[src/hw/led_sup_pkg.sv]
/*
 * Shared constants and state types of the LED boost fault supervisor:
 * reference clock rate, internal oscillator divider, phase delay of the
 * chained clock output, and the oscillator-period timer lengths.
 * Assumes the supervisor runs from one 20 MHz reference clock.
 */
`default_nettype none

package led_sup_pkg;

   // reference clock
   localparam int unsigned REF_CLK_HZ    = 20_000_000;
   localparam int unsigned CLK_PERIOD_NS = 50;

   // internal oscillator setting, made by dividing the reference clock
   localparam int unsigned INT_OSC_HZ   = 350_000;
   localparam int unsigned INT_OSC_DIV  = REF_CLK_HZ / INT_OSC_HZ;
   localparam logic [5:0]  INT_OSC_LAST = 6'(INT_OSC_DIV - 1);
   localparam logic [5:0]  INT_OSC_HALF = 6'(INT_OSC_DIV / 2);

   // phase lag of the chained clock output behind the oscillator
   localparam int unsigned PHASE_DELAY_NS  = 700;
   localparam int unsigned PHASE_DELAY_CYC = PHASE_DELAY_NS / CLK_PERIOD_NS;

   // timers counted in oscillator periods, so they scale with the oscillator
   localparam logic [15:0] DISABLE_PERIODS      = 16'h8000;
   localparam logic [15:0] FAULT_BLANK_PERIODS  = 16'h0400;
   localparam logic [15:0] OPEN_TIMEOUT_PERIODS = 16'h0800;

   // reset values
   localparam logic [13:0] SYNC_RESET = 14'h0000;

   typedef enum logic [1:0] {
      ST_UVLO,
      ST_BLANK,
      ST_RUN,
      ST_SLEEP
   } sup_state_type;

   typedef enum logic {
      OPEN_CLEAR,
      OPEN_HOLD
   } open_state_type;

endpackage

`default_nettype wire

[src/hw/led_boost_fault_supervisor.sv]
/*
 * Digital supervisor of an LED boost converter controller: enable pin
 * for dimming and sleep, oscillator selection and phased clock output,
 * start-up fault blanking, fault latching, open-LED retry, gate disable
 * and encoding of the two open-drain fault flags.
 * Assumes comparator outputs and pins arrive asynchronously and that an
 * outside host drives enable and pulls the flags up.
 */
`timescale 1ns/1ps
`default_nettype none

// Operation
// - enable low beyond the disable time shuts all down into sleep.
// - disable time is 32768 oscillator periods, counted on ticks.
// - LED current target is full with enable high, about 8% with it low.
// - oscillator pin tied off selects the internal 350 kHz setting.
// - phased clock output repeats the oscillator with a phase lag.
// - any fault releases its flags until removed; none pulls both low.
// - regulator undervoltage drops gate, releases both flags, unlatched.
// - after undervoltage, gate stays off and flags stay released until turn-on threshold.
// - string and output shorts latch gate off; clear by sleep or power.
// - open-LED fault latches, cleared by timeout, by enable low once open is gone, or by power cycle.
// - open-LED detection drops gate at once, releases general flag.
// - open-LED holds until timeout, retries gate, repeats while open.
// - undercurrent releases the general flag while driving, unlatched.
// - overtemperature releases general flag until recovery, no limiting.
// - fault detection waits for the blanking period after start-up.
// - open-LED detection is not blanked at start-up.
// - single shorted LED releases the general flag only while present.
// - string or output short holds gate low, releases the critical flag.
// - critical flag held low externally overrides the short disable.
// - general flag held low externally overrides the open-LED disable.
module led_boost_fault_supervisor #(
   parameter logic [15:0] DISABLE_PERIODS = led_sup_pkg::DISABLE_PERIODS
) (
   input  wire logic ref_clk_i,
   input  wire logic rst_i,
   input  wire logic enable_i,
   input  wire logic oscillator_pin_clk_i,
   input  wire logic oscillator_pin_tied_i,
   input  wire logic internal_regulator_uv_i,
   input  wire logic internal_regulator_on_i,
   input  wire logic output_short_i,
   input  wire logic string_short_i,
   input  wire logic open_led_i,
   input  wire logic led_undercurrent_i,
   input  wire logic overtemp_i,
   input  wire logic temp_recovered_i,
   input  wire logic led_short_i,
   input  wire logic critical_fault_flag_i,
   output logic      critical_fault_flag_o,
   output logic      critical_fault_flag_oe_n_o,
   input  wire logic general_fault_flag_i,
   output logic      general_fault_flag_o,
   output logic      general_fault_flag_oe_n_o,
   output logic      gate_drive_out_o,
   output logic      phased_clock_out_o,
   output logic      current_level_full_o,
   output logic      sleep_o,
   output logic      osc_internal_sel_o
);

   localparam int          PHASE_CYC = led_sup_pkg::PHASE_DELAY_CYC;
   localparam logic [15:0] DIS_LAST  = DISABLE_PERIODS - 16'h0001;
   localparam logic [15:0] BLANK_LAST =
      led_sup_pkg::FAULT_BLANK_PERIODS - 16'h0001;
   localparam logic [15:0] OPEN_LAST =
      led_sup_pkg::OPEN_TIMEOUT_PERIODS - 16'h0001;

   led_sup_pkg::sup_state_type  state;
   led_sup_pkg::sup_state_type  next_state;
   led_sup_pkg::open_state_type open_st;
   led_sup_pkg::open_state_type next_open_st;

   logic [13:0]          raw_in;
   logic [13:0]          sync_q;
   logic                 en_s;
   logic                 ext_clk_s;
   logic                 tied_s;
   logic                 crit_pin_s;
   logic                 gen_pin_s;
   logic                 uv_s;
   logic                 reg_on_s;
   logic                 oshort_s;
   logic                 sshort_s;
   logic                 open_s;
   logic                 ucur_s;
   logic                 otemp_s;
   logic                 trec_s;
   logic                 lshort_s;
   logic [5:0]           int_cnt;
   logic                 int_level;
   logic                 osc_sel_level;
   logic                 osc_level;
   logic                 osc_tick;
   logic [PHASE_CYC-1:0] ph_line;
   logic                 phased;
   logic [15:0]          dis_cnt;
   logic                 sleep_go;
   logic [15:0]          blank_cnt;
   logic                 blank_done;
   logic [15:0]          open_cnt;
   logic                 open_done;
   logic                 awake;
   logic                 run;
   logic                 uvlo;
   logic                 short_seen;
   logic                 short_lat;
   logic                 next_short_lat;
   logic                 ot_state;
   logic                 next_ot_state;
   logic                 open_active;
   logic                 crit_rel;
   logic                 gen_rel;
   logic                 next_crit_rel;
   logic                 next_gen_rel;
   logic [3:0]           crit_hist;
   logic [3:0]           gen_hist;
   logic                 crit_ovr;
   logic                 gen_ovr;
   logic                 short_kill;
   logic                 open_kill;
   logic                 gate;
   logic                 next_gate;
   logic                 level_full;

   // pins and comparator outputs are asynchronous to the reference clock
   assign raw_in = {enable_i, oscillator_pin_clk_i, oscillator_pin_tied_i,
                    critical_fault_flag_i, general_fault_flag_i,
                    internal_regulator_uv_i, internal_regulator_on_i,
                    output_short_i, string_short_i, open_led_i,
                    led_undercurrent_i, overtemp_i, temp_recovered_i,
                    led_short_i};

   pin_sync #(
      .WIDTH     (14),
      .RESET_VAL (led_sup_pkg::SYNC_RESET)
   ) pin_sync_inst (
      .ref_clk_i (ref_clk_i),
      .rst_i     (rst_i),
      .async_i   (raw_in),
      .stable_o  (sync_q)
   );

   assign {en_s, ext_clk_s, tied_s, crit_pin_s, gen_pin_s, uv_s, reg_on_s,
           oshort_s, sshort_s, open_s, ucur_s, otemp_s, trec_s,
           lshort_s} = sync_q;

   // internal oscillator setting, free running divider
   always_ff @(posedge ref_clk_i) begin
      if (rst_i || int_cnt == led_sup_pkg::INT_OSC_LAST) begin
         int_cnt <= 6'h00;
      end else begin
         int_cnt <= int_cnt + 6'h01;
      end
   end

   // tied-off pin picks the internal setting, else the pin clock
   assign int_level     = (int_cnt < led_sup_pkg::INT_OSC_HALF);
   assign osc_sel_level = tied_s ? int_level : ext_clk_s;
   assign osc_tick      = osc_sel_level & ~osc_level;

   // delay line gives a fixed lag; a slow external clock gets less
   // than a half-period shift, a limitation accepted for simplicity
   always_ff @(posedge ref_clk_i) begin
      if (rst_i) begin
         osc_level <= 1'b0;
         ph_line   <= '0;
         phased    <= 1'b0;
      end else begin
         osc_level <= osc_sel_level;
         ph_line   <= {ph_line[PHASE_CYC-2:0], osc_level};
         phased    <= ph_line[PHASE_CYC-1] & awake;
      end
   end

   // enable-low timer in oscillator periods
   assign sleep_go = ~en_s & osc_tick & (dis_cnt == DIS_LAST) &
                     (state != led_sup_pkg::ST_SLEEP);

   always_ff @(posedge ref_clk_i) begin
      if (rst_i || en_s) begin
         dis_cnt <= 16'h0000;
      end else if (osc_tick && dis_cnt != DIS_LAST) begin
         dis_cnt <= dis_cnt + 16'h0001;
      end
   end

   // start-up blanking timer, restarted on every entry to blanking
   assign blank_done = osc_tick & (blank_cnt == BLANK_LAST);

   always_ff @(posedge ref_clk_i) begin
      if (rst_i || state != led_sup_pkg::ST_BLANK) begin
         blank_cnt <= 16'h0000;
      end else if (osc_tick) begin
         blank_cnt <= blank_cnt + 16'h0001;
      end
   end

   // power sequencing: undervoltage lockout, blanking, run, sleep
   always_comb begin
      next_state = state;
      case (state)
         led_sup_pkg::ST_UVLO: begin
            if (sleep_go) begin
               next_state = led_sup_pkg::ST_SLEEP;
            end else if (reg_on_s && !uv_s) begin
               next_state = led_sup_pkg::ST_BLANK;
            end
         end
         led_sup_pkg::ST_BLANK: begin
            if (sleep_go) begin
               next_state = led_sup_pkg::ST_SLEEP;
            end else if (uv_s) begin
               next_state = led_sup_pkg::ST_UVLO;
            end else if (blank_done) begin
               next_state = led_sup_pkg::ST_RUN;
            end
         end
         led_sup_pkg::ST_RUN: begin
            if (sleep_go) begin
               next_state = led_sup_pkg::ST_SLEEP;
            end else if (uv_s) begin
               next_state = led_sup_pkg::ST_UVLO;
            end
         end
         led_sup_pkg::ST_SLEEP: begin
            if (en_s) begin
               next_state = led_sup_pkg::ST_BLANK;
            end
         end
         default: begin
            next_state = led_sup_pkg::ST_UVLO;
         end
      endcase
   end

   assign awake = (state != led_sup_pkg::ST_SLEEP);
   assign run   = (state == led_sup_pkg::ST_RUN);
   assign uvlo  = (state == led_sup_pkg::ST_UVLO);

   // short latch: set only after blanking, cleared only by sleep
   assign short_seen = run & (oshort_s | sshort_s);
   assign next_short_lat = short_seen |
                           (short_lat & (state != led_sup_pkg::ST_SLEEP));

   // overtemperature holds until the recovery comparator reports cool
   assign next_ot_state = (run & otemp_s) |
                          (ot_state & run & ~trec_s);

   // open-LED retry: hold off for the timeout, then let the gate try again
   assign open_done = osc_tick & (open_cnt == OPEN_LAST);

   always_comb begin
      next_open_st = open_st;
      case (open_st)
         led_sup_pkg::OPEN_CLEAR: begin
            // no blanking here: open is acted on at once
            if (awake && !uvlo && open_s) begin
               next_open_st = led_sup_pkg::OPEN_HOLD;
            end
         end
         led_sup_pkg::OPEN_HOLD: begin
            if (!awake || uvlo) begin
               next_open_st = led_sup_pkg::OPEN_CLEAR;
            end else if (!en_s && !open_s) begin
               next_open_st = led_sup_pkg::OPEN_CLEAR;
            end else if (open_done) begin
               next_open_st = led_sup_pkg::OPEN_CLEAR;
            end
         end
         default: begin
            next_open_st = led_sup_pkg::OPEN_CLEAR;
         end
      endcase
   end

   always_ff @(posedge ref_clk_i) begin
      if (rst_i || open_st != led_sup_pkg::OPEN_HOLD) begin
         open_cnt <= 16'h0000;
      end else if (osc_tick) begin
         open_cnt <= open_cnt + 16'h0001;
      end
   end

   assign open_active = (open_st == led_sup_pkg::OPEN_HOLD) |
                        (awake & ~uvlo & open_s);

   // flag encoding: released while any mapped fault is active
   assign next_crit_rel = uvlo | short_lat | short_seen;
   assign next_gen_rel  = uvlo | open_active | ot_state |
                          (run & (ucur_s | lshort_s));

   // override needs the flag released for a while, so the stale low
   // readback through the synchroniser cannot fake a pull-down
   assign crit_ovr = (&crit_hist) & ~crit_pin_s;
   assign gen_ovr  = (&gen_hist) & ~gen_pin_s;

   assign short_kill = (short_lat | short_seen) & ~crit_ovr;
   assign open_kill  = open_active & ~gen_ovr;
   assign next_gate  = (state == led_sup_pkg::ST_RUN ||
                        state == led_sup_pkg::ST_BLANK) &
                       ~short_kill & ~open_kill & ~sleep_go;

   // state and output registers
   always_ff @(posedge ref_clk_i) begin
      if (rst_i) begin
         state      <= led_sup_pkg::ST_UVLO;
         open_st    <= led_sup_pkg::OPEN_CLEAR;
         short_lat  <= 1'b0;
         ot_state   <= 1'b0;
         crit_rel   <= 1'b0;
         gen_rel    <= 1'b0;
         crit_hist  <= 4'h0;
         gen_hist   <= 4'h0;
         gate       <= 1'b0;
         level_full <= 1'b0;
      end else begin
         state      <= next_state;
         open_st    <= next_open_st;
         short_lat  <= next_short_lat;
         ot_state   <= next_ot_state;
         crit_rel   <= next_crit_rel;
         gen_rel    <= next_gen_rel;
         crit_hist  <= {crit_hist[2:0], crit_rel};
         gen_hist   <= {gen_hist[2:0], gen_rel};
         gate       <= next_gate;
         level_full <= en_s & awake;
      end
   end

   // open-drain flags: pull-down enabled only when no fault
   assign critical_fault_flag_o      = 1'b0;
   assign critical_fault_flag_oe_n_o = crit_rel;
   assign general_fault_flag_o       = 1'b0;
   assign general_fault_flag_oe_n_o  = gen_rel;

   assign gate_drive_out_o     = gate;
   assign phased_clock_out_o   = phased;
   assign current_level_full_o = level_full;
   assign sleep_o              = ~awake;
   assign osc_internal_sel_o   = tied_s;
endmodule // led_boost_fault_supervisor

`default_nettype wire

[src/hw/pin_sync.sv]
/*
 * Three-stage input synchroniser bank with agreement filter.
 * Each bit passes three flip-flops; the output takes a new value only
 * once the second and third stages agree. Inputs are asynchronous.
 */
`timescale 1ns/1ps
`default_nettype none

module pin_sync #(
   parameter int          WIDTH     = 1,
   parameter logic [13:0] RESET_VAL = led_sup_pkg::SYNC_RESET
) (
   input  wire logic             ref_clk_i,
   input  wire logic             rst_i,
   input  wire logic [WIDTH-1:0] async_i,
   output logic      [WIDTH-1:0] stable_o
);

   genvar g;
   generate
      for (g = 0; g < WIDTH; g++) begin : g_bit
         logic s1;
         logic s2;
         logic s3;
         logic st;

         // s1 feeds s2 only; the agreement check looks at s2 and s3
         always_ff @(posedge ref_clk_i) begin
            if (rst_i) begin
               s1 <= RESET_VAL[g];
               s2 <= RESET_VAL[g];
               s3 <= RESET_VAL[g];
               st <= RESET_VAL[g];
            end else begin
               s1 <= async_i[g];
               s2 <= s1;
               s3 <= s2;
               if (s2 == s3) begin
                  st <= s3;
               end
            end
         end

         assign stable_o[g] = st;
      end
   endgenerate

endmodule // pin_sync

`default_nettype wire

[config.mk]
export PLATFORM = sky130hd
export DESIGN_NAME = led_boost_fault_supervisor
export DESIGN_NICKNAME = d
export VERILOG_FILES = /design/src/hw/led_sup_pkg.sv /design/src/hw/led_boost_fault_supervisor.sv /design/src/hw/pin_sync.sv
export SDC_FILE = /design/constraint.sdc
export NUM_CORES = 1
export LEC_CHECK = 0
export ABC_AREA = 1
export BUFFER_PORTS_ARGS = -buffer_cell sky130_fd_sc_hd__buf_2
export CAP_MARGIN = 10
export CORE_MARGIN = 1.5
export CORE_UTILIZATION = 65
export DETAILED_ROUTE_END_ITERATION = 10
export GPL_TIMING_DRIVEN = 0
export PLACE_DENSITY_LB_ADDON = 0.12
export SLEW_MARGIN = 5
export SYNTH_ARGS = -nofsm -noshare
export SYNTH_HDL_FRONTEND = slang
export SYNTH_SLANG_ARGS = --single-unit
[constraint.sdc]
create_clock -name ref_clk_i -period 2.4 [get_ports ref_clk_i]
set_clock_uncertainty 0.05 [all_clocks]
set_input_delay 0.12 -clock ref_clk_i [delete_from_list [all_inputs] [get_ports ref_clk_i]]
set_output_delay 0.12 -clock ref_clk_i [all_outputs]
set_load 0.01 [all_outputs]
; ---- After elaboration in Yosys (flattened, before gate mapping)
; Index checks and enable logic that the tools add are counted.
[totals]
mem_count = 0
latch_bits = 0
inputBits = 16
mem_bits_ro = 0
register_bits = 143
ramBits = 0
out_inout_bits = 9
[classes]
add_sub_neg = 4
bitwise_logic = 47
div_mod_pow = 0
n_mul = 0
n_reduce_logical = 20
n_mux = 15
n_eq_ne = 28
shifts = 0
magnitude_cmp = 1
[op_table]
columns = op, n
row1 = adder 16 x 1 -> 16 bit (second input constant), 3
row2 = bitwise AND 1 bit, 23
row3 = == test 16 x 10 -> 1 bit (second input constant), 1
row4 = == test 16 x 11 -> 1 bit (second input constant), 1
row5 = == test 16 x 15 -> 1 bit (second input constant), 1
row6 = 2-to-1 mux 2 bit, 8
row7 = inequality test 16 x 15 -> 1 bit (second input constant), 1
row8 = == test 1 bit, 14
row9 = NOT 1 bit, 13
row10 = AND reduction 4 bit, 3
row11 = OR 1 bit, 11
row12 = case mux 2 bit (4 select lines), 1
row13 = adder 6 x 1 -> 6 bit (second input constant), 1
row14 = == test 6 bit (second input constant), 1
row15 = logical OR 1 bit, 6
row16 = < comparator 6 x 5 -> 1 bit (second input constant), 1
row17 = inequality test 3 x 2 -> 1 bit (second input constant), 2
row18 = logical AND 1 bit, 5
row19 = logical NOT 1 bit, 5
row20 = 2-to-1 mux 1 bit, 5
row21 = == test 2 bit (second input constant), 2
row22 = inequality test 2 x 1 -> 1 bit (second input constant), 2
row23 = inequality test 4 x 3 -> 1 bit (second input constant), 1
row24 = == test 2 x 1 -> 1 bit (second input constant), 1
row25 = 3 further kinds, 3

; ---- Depth between registers and ports, before layout
; Gate-level depths: netlist (run 1).
[logic_depth]
word_depth = 9
depth_mapped = 14

; ---- By module
; From an unflattened synthesis (run 1), not the netlist that was laid out.
[unflattened]
cells_unflattened = 728
area_unflattened_um2 = 5766.8
[modules_own_cells]
columns = mod, cells_each, n_inst, area_each_um2, seq_area_each_um2
row1 = led_boost_fault_supervisor, 525, 1, 3897.5, 1741.7
row2 = pin_sync, 203, 1, 1869.3, 1121.1

; ---- Least setup slack after synthesis (run 1)
; Ideal clock, no wire load.
[synth_path]
kind = register -> register
from = reg dis_cnt[0]
to = reg state[0]
path_stages_with_launch = 13
synth_period_minus_slack_ns = 1.623
setup_slack_ns = 0.777
arrival_ns = 1.460
n_path_buf = 0
required_ns = 2.237
setup_time_ns = 0.113
path_cell_list = dfxtp_1 ha_1 inv_1 nor2_1 nand2_1 nor2_2 nand3_1 nand3_1 nand2_1 nor2_4 nand2_1 nand2_1 nor2_1
[synth_via]
elab_chain_len = 5
word_cells_on_any_way = 11
classes_between = 4 x eq/ne / 4 x mux / 2 x bitwise / 1 x reduce/logical
[synth_lines]
columns = item, line
row1 = start: declaration, led_boost_fault_supervisor.sv:98  ; logic [15:0] dis_cnt;
row2 = start signal: assignment, led_boost_fault_supervisor.sv:185  ; dis_cnt <= dis_cnt + 16'h0001;
row3 = == test 16 x 15 -> 1 bit (*), led_boost_fault_supervisor.sv:178  ; assign sleep_go = ~en_s & osc_tick & (dis_cnt == DIS_LAST) &
row4 = bitwise AND 1 bit (*) (2 in series), led_boost_fault_supervisor.sv:178
row5 = "inequality test 4 x 3 -> 1 bit (no line), or another cell as far along", --
row6 = AND reduction 4 bit (no line) or case mux 2 bit (4 select lines) (tied branches), --
row7 = end signal: assignment, led_boost_fault_supervisor.sv:308  ; state <= led_sup_pkg::ST_UVLO;
row8 = end signal: assignment, led_boost_fault_supervisor.sv:319  ; state <= next_state;
row9 = end: declaration, led_boost_fault_supervisor.sv:70  ; led_sup_pkg::sup_state_type state;
; Mark *: on every way between the ends. The rest lies on a longest branch, timed or not.
; A chain may end at the register's enable or synchronous reset.

; ---- Worst setup path in the final report (run 1)
[layout_path]
from = reg state[1]
to = reg blank_cnt[4]
[layout_via]
elab_chain_len = 2
[layout_lines]
columns = item, line
row1 = inequality test 2 x 1 -> 1 bit, led_boost_fault_supervisor.sv:193  ; if (rst_i || state != led_sup_pkg::ST_BLANK) begin
row2 = logical OR 1 bit, led_boost_fault_supervisor.sv:193
row3 = end signal: assignment, led_boost_fault_supervisor.sv:196  ; blank_cnt <= blank_cnt + 16'h0001;
row4 = end: declaration, led_boost_fault_supervisor.sv:100  ; logic [15:0] blank_cnt;
; Every way passes these cells.

==> results.sh, run 1 <==
export IMPL_maxCapViolCount=0
export IMPL_power_density_nw_per_um2=856
export IMPL_hold_viol=0
export IMPL_peakVddDrop_mv=0.732
export IMPL_status="complete, no violations"
export IMPL_mostFrequentLayoutCells="143 x dfxtp_1, 128 x inv_1, 128 x nor2_1, 80 x nand2_1, 57 x a21oi_1"
export IMPL_worstSetupPathType="register to register"
export IMPL_root_buffer="clkbuf_8"
export IMPL_clockPowerShare_pct=46.8
export IMPL_instances_no_fill=892
export IMPL_grt_max_degree=17
export IMPL_die_h_um=95.9
export IMPL_wl_per_cell_um=13.3
export IMPL_finalSetupViolations=0
export IMPL_p_seq_share_pct=44.3
export IMPL_route_antenna_remaining_nets=0
export IMPL_grt_antenna_before_repair=0
export IMPL_tns_ns=0
export IMPL_port_buffers=22
export IMPL_syn_avg_cell_area_um2=7.82
export IMPL_cts_htree_levels=4
export IMPL_crit_required_ns=2.77
export IMPL_drive_gt1_share_pct=11.7
export IMPL_grt_total_usage_pct=27.5
export IMPL_rsz0062_at_grt="false"
export IMPL_p_leak_nw=2.57
export IMPL_syn_inst=717
export IMPL_grt_pass1_vias=4612
export IMPL_routed_via_count=4716
export IMPL_fmax_ghz=0.483
export IMPL_grt_overflow_total=0
export IMPL_hpwlAfterDp_mm=7.24
export IMPL_slew_viol_final=0
export IMPL_p_int_w=0.00419
export IMPL_tightestPinTransition_ns=0.689
export IMPL_synth_area_um2=5600
export IMPL_p_sw_w=0.00145
export IMPL_clockBufferDepth=2
export IMPL_area_growth_pct=17.7
export IMPL_clkLatencyLatePin_ns=0.51
export IMPL_tritoncts="built"
export IMPL_drcViolationCount=0
export IMPL_critPathCaptureType="register"
export IMPL_post_place_cells=845
export IMPL_clk_pin_slew_ns=0.06
export IMPL_finalCritPeriodShare_pct=86.3
export IMPL_cp_max_fo=10
export IMPL_combPwrFrac_pct=8.8
export IMPL_cts_sinks=143
export IMPL_drt_iter0_drc=230
export IMPL_fp_dieW_um=95.9
export IMPL_min_period_ns=2.07
export IMPL_drtPass1Iterations=4
export IMPL_slew_headroom_pct=53.6
export IMPL_synth_warnings=0
export IMPL_num_rows=33
export IMPL_synth_seq_cells=143
export IMPL_cp_arrival_ns=2.45
export IMPL_wl_mm=11.9
export IMPL_io_pins=25
export IMPL_ys_seq_area_share_pct=51.1
export IMPL_antenna_cells=0
export IMPL_vias_per_cell=5.29
export IMPL_cts_made_buffers=17
export IMPL_finalCoreUtilization_pct=79.5
export IMPL_final_nets=799
export IMPL_core_um2=8300
export IMPL_switching_share_pct=25.7
export IMPL_grt_pass1_wl_mm=19.6
export IMPL_hp_class="input port to register"
export IMPL_synth_cell_types=40
export IMPL_start_util_pct=67.5
export IMPL_gp_congestion=0.842
export IMPL_crit_path_start_kind="register"
export IMPL_postCtsResizedCells=0
export IMPL_mostFrequentLayoutCell="dfxtp_1"
export IMPL_design_die_area_um2=9190
export IMPL_nFillCells=547
==> cell families after synthesis <==
group           after synthesis  synth area share [%]
compound gates              120                  11.4
xor+xnor                      5                 0.782
fa+ha+maj                     9                  2.01
buf+inv                     147                  10.2
flops                       143                  51.1
other cells                   1                0.0669
simple gates                292                  24.4
==> area by class of cell <==
| class | count | area (um2) | area share, % |
|---|---|---|---|
| plain buffers | 16 | 76.3 | 1.16 |
| clock inverters | 14 | 170 | 2.58 |
| clock buffers | 18 | 428 | 6.49 |
| well taps | 105 | 131 | 1.99 |
| flip-flops and latches | 143 | 2860 | 43.4 |
| multi-input cells | 428 | 2170 | 33.0 |
| inverters | 131 | 494 | 7.49 |
| repair buffers | 37 | 260 | 3.94 |
==> power by group through the flow <==
stage,Combinational [W],Sequential [W],Clock [W]
floorplan,0.000334,0.00255,0
global placement,0.000444,0.00254,0
detailed placement,0.000456,0.00255,0
CTS,0.000488,0.00250,0.00266
global route,0.000552,0.00251,0.00277
finish,0.000499,0.00250,0.00265
==> state kept, by name (all words and copies together), names as in the netlist, 4 cells and up <==
register / cells
pin_sync_inst.g_bit.st: 14
pin_sync_inst.g_bit.s1: 14
pin_sync_inst.g_bit.s2: 14
int_cnt: 6
ph_line: 14
blank_cnt: 16
gen_hist: 4
dis_cnt: 16
pin_sync_inst.g_bit.s3: 14
crit_hist: 4
open_cnt: 16
==> repair_timing <==
action	4_1_cts	5_1_grt
buffers inserted	0	0
hold endpoints to repair	16	0
hold buffers	15	0
==> Yosys cell counts, drive strengths merged <==
master / number / area (um2)
a211oi: 5 / 37.5
a21boi: 1 / 7.51
a21oi: 57 / 285
a31oi: 3 / 18.8
and2: 1 / 6.26
buf: 4 / 31.3
clkbuf: 12 / 45.0
conb: 1 / 3.75
dfxtp: 143 / 2860
ha: 9 / 113
inv: 131 / 494
nand2: 88 / 374
nand3: 19 / 128
nand3b: 1 / 11.3
nand4: 11 / 68.8
nor2: 141 / 587
nor3: 22 / 126
nor3b: 6 / 50.1
nor4: 3 / 18.8
o21a: 4 / 30.0
o21ai: 47 / 235
o21bai: 3 / 26.3
xnor2: 2 / 17.5
xor2: 3 / 26.3
==> metrics by stage <==
| step | hold WS, ns | total power, W | setup slack [ns] | area, um2 |
|---|---|---|---|---|
| 3_5_place_dp | 0.277 | 0.00301 | 0.450 | 5850 |
| 2_1_floorplan | 0.177 | 0.00288 | 0.777 | 5610 |
| 6_report | 0.303 | 0.00565 | 0.328 | 6600 |
| 5_1_grt | 0.307 | 0.00583 | 0.196 | 6600 |
| 4_1_cts | 0.284 | 0.00565 | 0.392 | 6600 |
| 3_3_place_gp | 0.269 | 0.00299 | 0.521 | 5850 |
==> final timing paths <==
check	start	to	slack, ns	cells past startpoint
setup / recovery	state[1]	blank_cnt[4]	0.33	7
hold / removal	overtemp_i	pin_sync_inst.g_bit[2].s1	0.30	4
setup reg to reg	state[1]	blank_cnt[4]	0.33	7
hold reg to reg	pin_sync_inst.g_bit[2].s1	pin_sync_inst.g_bit[2].s2	0.35	2
==> worst max-delay path: stages, from the launching register on <==
cell	delay, ns
dfxtp_1	0.34
inv_1	0.11
ha_1	0.23
inv_1	0.07
nor2_1	0.49
inv_1	0.30
a21oi_1	0.19
a21boi_0	0.21
==> layer usage <==
metal  part of all wire [%]  wire length [um]  track usage, %  up-vias
met5                      0                 0               0        -
met4                    2.4               282            10.5        0
met3                    3.8               446            4.82       30
met2                     52              6160            51.5      131
met1                     42              4980            30.7     2202
li1                       -                 -               -     2353
Power figures use the tool's default switching activity.
==> inputs of run 2 (changes only) <==
--- a/config.mk
+++ b/config.mk
@@ -5,7 +5,6 @@
 export SDC_FILE = /design/constraint.sdc
 export NUM_CORES = 1
 export LEC_CHECK = 0
-export ABC_AREA = 1
 export BUFFER_PORTS_ARGS = -buffer_cell sky130_fd_sc_hd__buf_2
 export CAP_MARGIN = 10
 export CORE_MARGIN = 1.5
==> run 2 against run 1 <==
  * Clock power grew 2%
  * Power down 6.8%
  * Register-to-register slack lost 0.05 ns
  * Sequential power is 3% lower
  * Non-clock buffer count is 4 higher
  * Synthesized cell count fell by 23%
==> results.sh, run 2 <==
export IMPL_route_antenna_remaining_nets=0
export IMPL_finalCritPeriodShare_pct=88.5
export IMPL_synth_cell_types=48
export IMPL_nFillCells=499
export IMPL_fp_dieW_um=93.2
export IMPL_peakVddDrop_mv=0.665
export IMPL_mostFrequentLayoutCell="dfxtp_1"
export IMPL_grt_pass1_vias=4015
export IMPL_switching_share_pct=22.3
export IMPL_drive_gt1_share_pct=11.0
export IMPL_finalPower_w=0.00526
export IMPL_tns_ns=0
export IMPL_antenna_cells=0
export IMPL_post_place_cells=676
export IMPL_slew_viol_final=0
export IMPL_grt_total_usage_pct=27.5
export IMPL_instances_no_fill=721
export IMPL_slowest_stage="or4_1"
export IMPL_path_buf_inv=1
export IMPL_clkLatencyLatePin_ns=0.52
export IMPL_clockBufferDepth=2
export IMPL_ys_seq_area_share_pct=54.2
export IMPL_mostFrequentLayoutCells="143 x dfxtp_1, 64 x nor2b_1, 52 x nor2_1, 36 x nand2_1, 31 x a21oi_1"
export IMPL_grt_antenna_before_repair=0
export IMPL_netlist_top_cells_area="dfxtp_1 54%, nor2b_1 7.6%, xor2_1 4.1%"
export IMPL_power_density_nw_per_um2=839
export IMPL_status="complete, no violations"
export IMPL_worstSetupPathType="register to register"
export IMPL_p_seq_share_pct=46.3
export IMPL_p_int_w=0.00409
export IMPL_hp_class="input port to register"
export IMPL_clk_pin_slew_ns=0.06
export IMPL_cp_top_family="simple AND/OR/NAND/NOR gates"
export IMPL_final_setup_worst_slack_ns=0.276
export IMPL_synth_top_area_cell="dfxtp_1"
export IMPL_cts_setup_buffers=0
export IMPL_postCtsResizedCells=0
export IMPL_finalSetupViolations=0
export IMPL_hold_depth=3
export IMPL_tritoncts="built"
export IMPL_synth_main_ff_cell="dfxtp_1"
export IMPL_hpwlAfterDp_mm=6.62
export IMPL_r2r_setup_slack_ns=0.28
export IMPL_reg_top3="blank_cnt x16, dis_cnt x16, open_cnt x16"
export IMPL_num_rows=32
export IMPL_grt_pass1_wl_mm=18.4
export IMPL_die_h_um=93.2
export IMPL_cp_arrival_ns=2.52
export IMPL_design_die_area_um2=8680
export IMPL_min_period_ns=2.12
export IMPL_final_nets=632
export IMPL_rsz0062_at_grt="false"
export IMPL_ff_latch_area_um2=2860
export IMPL_synth_top_area_share_pct=54.2
export IMPL_maxCapViolCount=0
export IMPL_root_buffer="clkbuf_8"
export IMPL_crit_path_start_kind="register"
export IMPL_crit_end="state[1]"
export IMPL_io_pins=25
export IMPL_cts_made_buffers=17
export IMPL_rr_startpoint="state[0]"
export IMPL_combPwrFrac_pct=2.3
export IMPL_tightestPinTransition_ns=0.581
export IMPL_cp_max_fo=6
export IMPL_wl_per_cell_um=15.4
export IMPL_critPathCaptureType="register"
export IMPL_crit_path_start="state[0]"
export IMPL_drt_iter0_drc=201
export IMPL_crit_cells=7
export IMPL_cts_sinks=143
export IMPL_critical_path_max_stage_delay_ns=0.44
export IMPL_area_growth_pct=18.7
export IMPL_synth_area_um2=5280
export IMPL_dpl_cell_area_um2=5530
export IMPL_drcViolationCount=0
export IMPL_wl_mm=11.1
export IMPL_core_um2=7810
export IMPL_synth_async_reset_ratio_pct=0
export IMPL_port_buffers=22
export IMPL_syn_inst=551
export IMPL_cp_cell_sequence="inv_1 -> ha_1 -> or4_1 -> a21oi_1 -> nand4_1 -> a31oi_2 -> mux2i_1"
export IMPL_drtPass1Iterations=5
export IMPL_vias_per_cell=5.73
export IMPL_clockPowerShare_pct=51.5
export IMPL_cts_hold_buf=14
export IMPL_gp_congestion=0.824
export IMPL_fmax_ghz=0.471
export IMPL_start_util_pct=67.7
export IMPL_routed_via_count=4130
export IMPL_p_sw_w=0.00117
export IMPL_cts_htree_levels=4
export IMPL_crit_required_ns=2.80
export IMPL_multi_input_area_um2=2270
export IMPL_syn_avg_cell_area_um2=9.59
export IMPL_r2r_end="state[1]"
export IMPL_grt_max_degree=17
export IMPL_slew_headroom_pct=61.3
export IMPL_synth_edf_count=0
export IMPL_synth_seq_cells=143
export IMPL_p_leak_nw=2.32
export IMPL_fin_area_um2=6270
export IMPL_synth_warnings=0
export IMPL_reg2regPathDepth=7
export IMPL_yosysMostFrequentCell="dfxtp_1"
export IMPL_pre_cts_ws_ns=0.341
export IMPL_grt_overflow_total=0
export IMPL_synth_common_cells="143 x dfxtp_1, 64 x nor2b_1, 52 x nor2_1"
export IMPL_hold_viol=0
run 2: layout make-up:
cell class	count	share of cell area (%)
sequential	143	45.6
clock inverter	14	3.07
timing repair buffer	36	3.99
buffer	21	1.64
clock buffer	17	6.60
inverter	14	0.838
tap	102	2.03
multi-input combinational	374	36.2
run 2: power by group through the flow:
stage	Combinational, W	Clock [W]	Sequential, W
final	0.000118	0.00271	0.00243
after global routing	0.000131	0.00285	0.00244
after CTS	0.000117	0.00273	0.00243
after detailed placement	0.0000971	0	0.00248
after global placement	0.0000935	0	0.00248
after floorplan	0.0000643	0	0.00248
run 2: worst min path at each step:
stage / startpoint / endpoint / slack [ns]
6_report: rst_i / current_level_full_o / 0.08
5_1_grt: rst_i / current_level_full_o / 0.1
4_1_cts: rst_i / current_level_full_o / 0.07
3_5_place_dp: enable_i / pin_sync_inst.g_bit[13].s1 / 0.29
3_3_place_gp: oscillator_pin_tied_i / pin_sync_inst.g_bit[11].s1 / 0.28
2_1_floorplan: led_short_i / pin_sync_inst.g_bit[0].s1 / 0.20
run 2: cells by family (layout without fill, tap and decap cells):
family / after synthesis / in the layout / synth area share (%)
flip-flops: 143 / 143 / 54.2
multiplexers: 4 / 4 / 0.758
AND/OR/NAND/NOR: 250 / 250 / 25.9
XOR/XNOR: 38 / 38 / 6.30
buffers and inverters: 35 / 102 / 2.94
adder cells (fa/ha/maj): 9 / 9 / 2.13
other: 1 / 2 / 0.0710
AO/OA/AOI/OAI: 71 / 71 / 7.72
run 2: metrics by stage:
step	utilization, %	hold slack [ns]
2_1_floorplan	-	0.198
3_3_place_gp	70.8	0.276
3_5_place_dp	70.8	0.285
4_1_cts	80.3	0.0705
5_1_grt	80.3	0.0951
6_report	80.3	0.0830
run 2: layer usage:
layer	GRT usage [%]	part of all wire (%)	up-vias
met3	7.07	3.8	21
met5	0	0	-
met1	30.6	42	1984
met2	49.8	52	115
li1	-	-	2010
met4	10.5	2.0	0
run 2: worst min-delay path: stages:
cell and delay [ns]:
buf_2 0.15, clkinv_1 0.17, and3_1 0.17
==> inputs of run 3 (changes only) <==
--- a/config.mk
+++ b/config.mk
@@ -8,7 +8,7 @@
 export BUFFER_PORTS_ARGS = -buffer_cell sky130_fd_sc_hd__buf_2
 export CAP_MARGIN = 10
 export CORE_MARGIN = 1.5
-export CORE_UTILIZATION = 65
+export CORE_UTILIZATION = 60
 export DETAILED_ROUTE_END_ITERATION = 10
 export GPL_TIMING_DRIVEN = 0
 export PLACE_DENSITY_LB_ADDON = 0.12
==> constraint.sdc (replaced) <==
create_clock -name ref_clk_i -period 2.2 [get_ports ref_clk_i]
set_clock_uncertainty 0.05 [all_clocks]
set_input_delay 0.11 -clock ref_clk_i [delete_from_list [all_inputs] [get_ports ref_clk_i]]
set_output_delay 0.11 -clock ref_clk_i [all_outputs]
set_load 0.01 [all_outputs]
==> run 3 against run 2 <==
  * Via count shrank 3.5%
  * Fmax grew 3.5%
  * First-iteration DRC count shrank 18%
  * Sequential power grew 9.1%
  * Clock power is essentially flat
  * Critical endpoint is now state[0]
  * Largest cell class unchanged
==> results.sh, run 3 (same netlist as run 2, synthesis figures left out) <==
export IMPL_worstSetupPathType="register to register"
export IMPL_fin_area_um2=6240
export IMPL_cp_max_fo=6
export IMPL_hp_class="input port to register"
export IMPL_reg_top3="blank_cnt x16, dis_cnt x16, open_cnt x16"
export IMPL_io_pins=25
export IMPL_holdWs_ns=0.105
export IMPL_mostFrequentLayoutCells="143 x dfxtp_1, 64 x nor2b_1, 52 x nor2_1, 36 x nand2_1, 31 x a21oi_1"
export IMPL_fmax_ghz=0.488
export IMPL_grt_max_degree=17
export IMPL_routed_via_count=3984
export IMPL_peakVddDrop_mv=0.665
export IMPL_hold_depth=3
export IMPL_multi_input_area_um2=2270
export IMPL_final_nets=632
export IMPL_gp_congestion=0.872
export IMPL_critical_path_max_stage_delay_ns=0.41
export IMPL_tns_ns=0
export IMPL_fp_dieW_um=96.8
export IMPL_critPathCaptureType="register"
export IMPL_status="complete, no violations"
export IMPL_wl_mm=10.4
export IMPL_drive_gt1_share_pct=11.3
export IMPL_grt_antenna_before_repair=0
export IMPL_clk_pin_slew_ns=0.07
export IMPL_r2r_setup_slack_ns=0.15
export IMPL_hp_start="rst_i"
export IMPL_wl_per_cell_um=14.3
export IMPL_cp_cell_sequence="inv_1 -> ha_2 -> or4_1 -> a21oi_1 -> nand4_1 -> a31oi_2 -> mux2i_1"
export IMPL_grt_total_usage_pct=23.8
export IMPL_rsz0062_at_grt="false"
export IMPL_nFillCells=647
export IMPL_crit_required_ns=2.60
export IMPL_hold_viol=0
export IMPL_tritoncts="built"
export IMPL_core_um2=8640
export IMPL_min_to="phased_clock_out_o"
export IMPL_p_leak_nw=2.30
export IMPL_maxCapViolCount=0
export IMPL_grt_overflow_total=0
export IMPL_route_antenna_remaining_nets=0
export IMPL_hpwlAfterDp_mm=6.47
export IMPL_slowest_stage="or4_1"
export IMPL_vias_per_cell=5.47
export IMPL_grt_pass1_vias=3912
export IMPL_met3_length_um=317
export IMPL_start_util_pct=61.2
export IMPL_grt_pass1_wl_mm=18.1
export IMPL_cts_htree_levels=4
export IMPL_ff_latch_area_um2=2860
export IMPL_tightestPinTransition_ns=0.545
export IMPL_slew_headroom_pct=63.7
export IMPL_root_buffer="clkbuf_8"
export IMPL_rr_startpoint="state[0]"
export IMPL_drt_iter0_drc=164
export IMPL_antenna_cells=0
export IMPL_met2_length_mm=5.24
export IMPL_dpl_cell_area_um2=5530
export IMPL_cp_arrival_ns=2.45
export IMPL_r2r_end="state[0]"
export IMPL_port_buffers=22
export IMPL_drcViolationCount=0
export IMPL_cp_top_family="simple AND/OR/NAND/NOR gates"
export IMPL_cts_made_buffers=17
export IMPL_num_rows=34
export IMPL_reg2regPathDepth=7
export IMPL_mostFrequentLayoutCell="dfxtp_1"
export IMPL_top_layer_used="met4"
export IMPL_power_density_nw_per_um2=883
export IMPL_path_buf_inv=1
export IMPL_clkLatencyLatePin_ns=0.53
export IMPL_die_h_um=96.8
export IMPL_area_growth_pct=18.1
export IMPL_clockBufferDepth=2
export IMPL_min_period_ns=2.05
export IMPL_drt_met1_wl_mm=4.71
export IMPL_design_die_area_um2=9380
export IMPL_finalSetupViolations=0
export IMPL_drtPass1Iterations=5
export IMPL_cts_sinks=143
export IMPL_finalCritPeriodShare_pct=93.2
export IMPL_slew_viol_final=0
export IMPL_crit_path_start_kind="register"
==> run 3: how the worst max path moves through the flow <==
| stage | from | endpoint | slack (ns) | cells after the start |
|---|---|---|---|---|
| 2_1_floorplan | state[0] | state[1] | 0.40 | 7 |
| 3_3_place_gp | state[0] | state[1] | 0.16 | 7 |
| 3_5_place_dp | state[0] | state[1] | 0.16 | 7 |
| 4_1_cts | state[0] | state[1] | 0.11 | 7 |
| 5_1_grt | state[0] | state[0] | 0.04 | 7 |
| 6_report | state[0] | state[0] | 0.15 | 7 |
==> run 3: final cells by class <==
type	count	area share, %
tap	108	2.17
clock inverter	14	2.17
inverter	14	0.842
buffer	21	1.64
multi-input combinational	374	36.4
timing repair buffer	36	4.01
clock buffer	18	6.86
sequential	143	45.9
==> run 3: layer usage <==
layer,vias to the layer above,GRT usage [%]
met3,14,5.49
met5,-,0
met1,1885,29.3
li1,2011,-
met2,74,40.6
met4,0,9.03
==> run 3: timing repair <==
action	CTS	global route
gates resized for setup	0	1
setup endpoints to repair	0	2
endpoints found under the hold margin	14	0
setup buffers	0	0
hold buffers	14	0
==> run 3: per-stage QoR <==
step	std cells	total power (W)	util, %	setup WS (ns)
after floorplan	552	0.00278	-	0.395
after global placement	682	0.00281	64.1	0.161
after detailed placement	682	0.00282	64.1	0.158
after CTS	728	0.00554	72.2	0.106
after global routing	728	0.00567	72.2	0.0377
final	728	0.00551	72.2	0.149
==> run 3: tightest hold or removal path: stages <==
cell and delay, ns:
buf_2 0.15, clkinv_1 0.18, and3_1 0.19
==> run 3: where the power goes <==
part | switching [W] | internal (W) | total (W)
logic | 0.0000649 | 0.0000616 | 0.000127
clock network | 0.00125 | 0.00148 | 0.00273
registers | 0.0000204 | 0.00263 | 0.00265
total | 0.00134 | 0.00418 | 0.00551
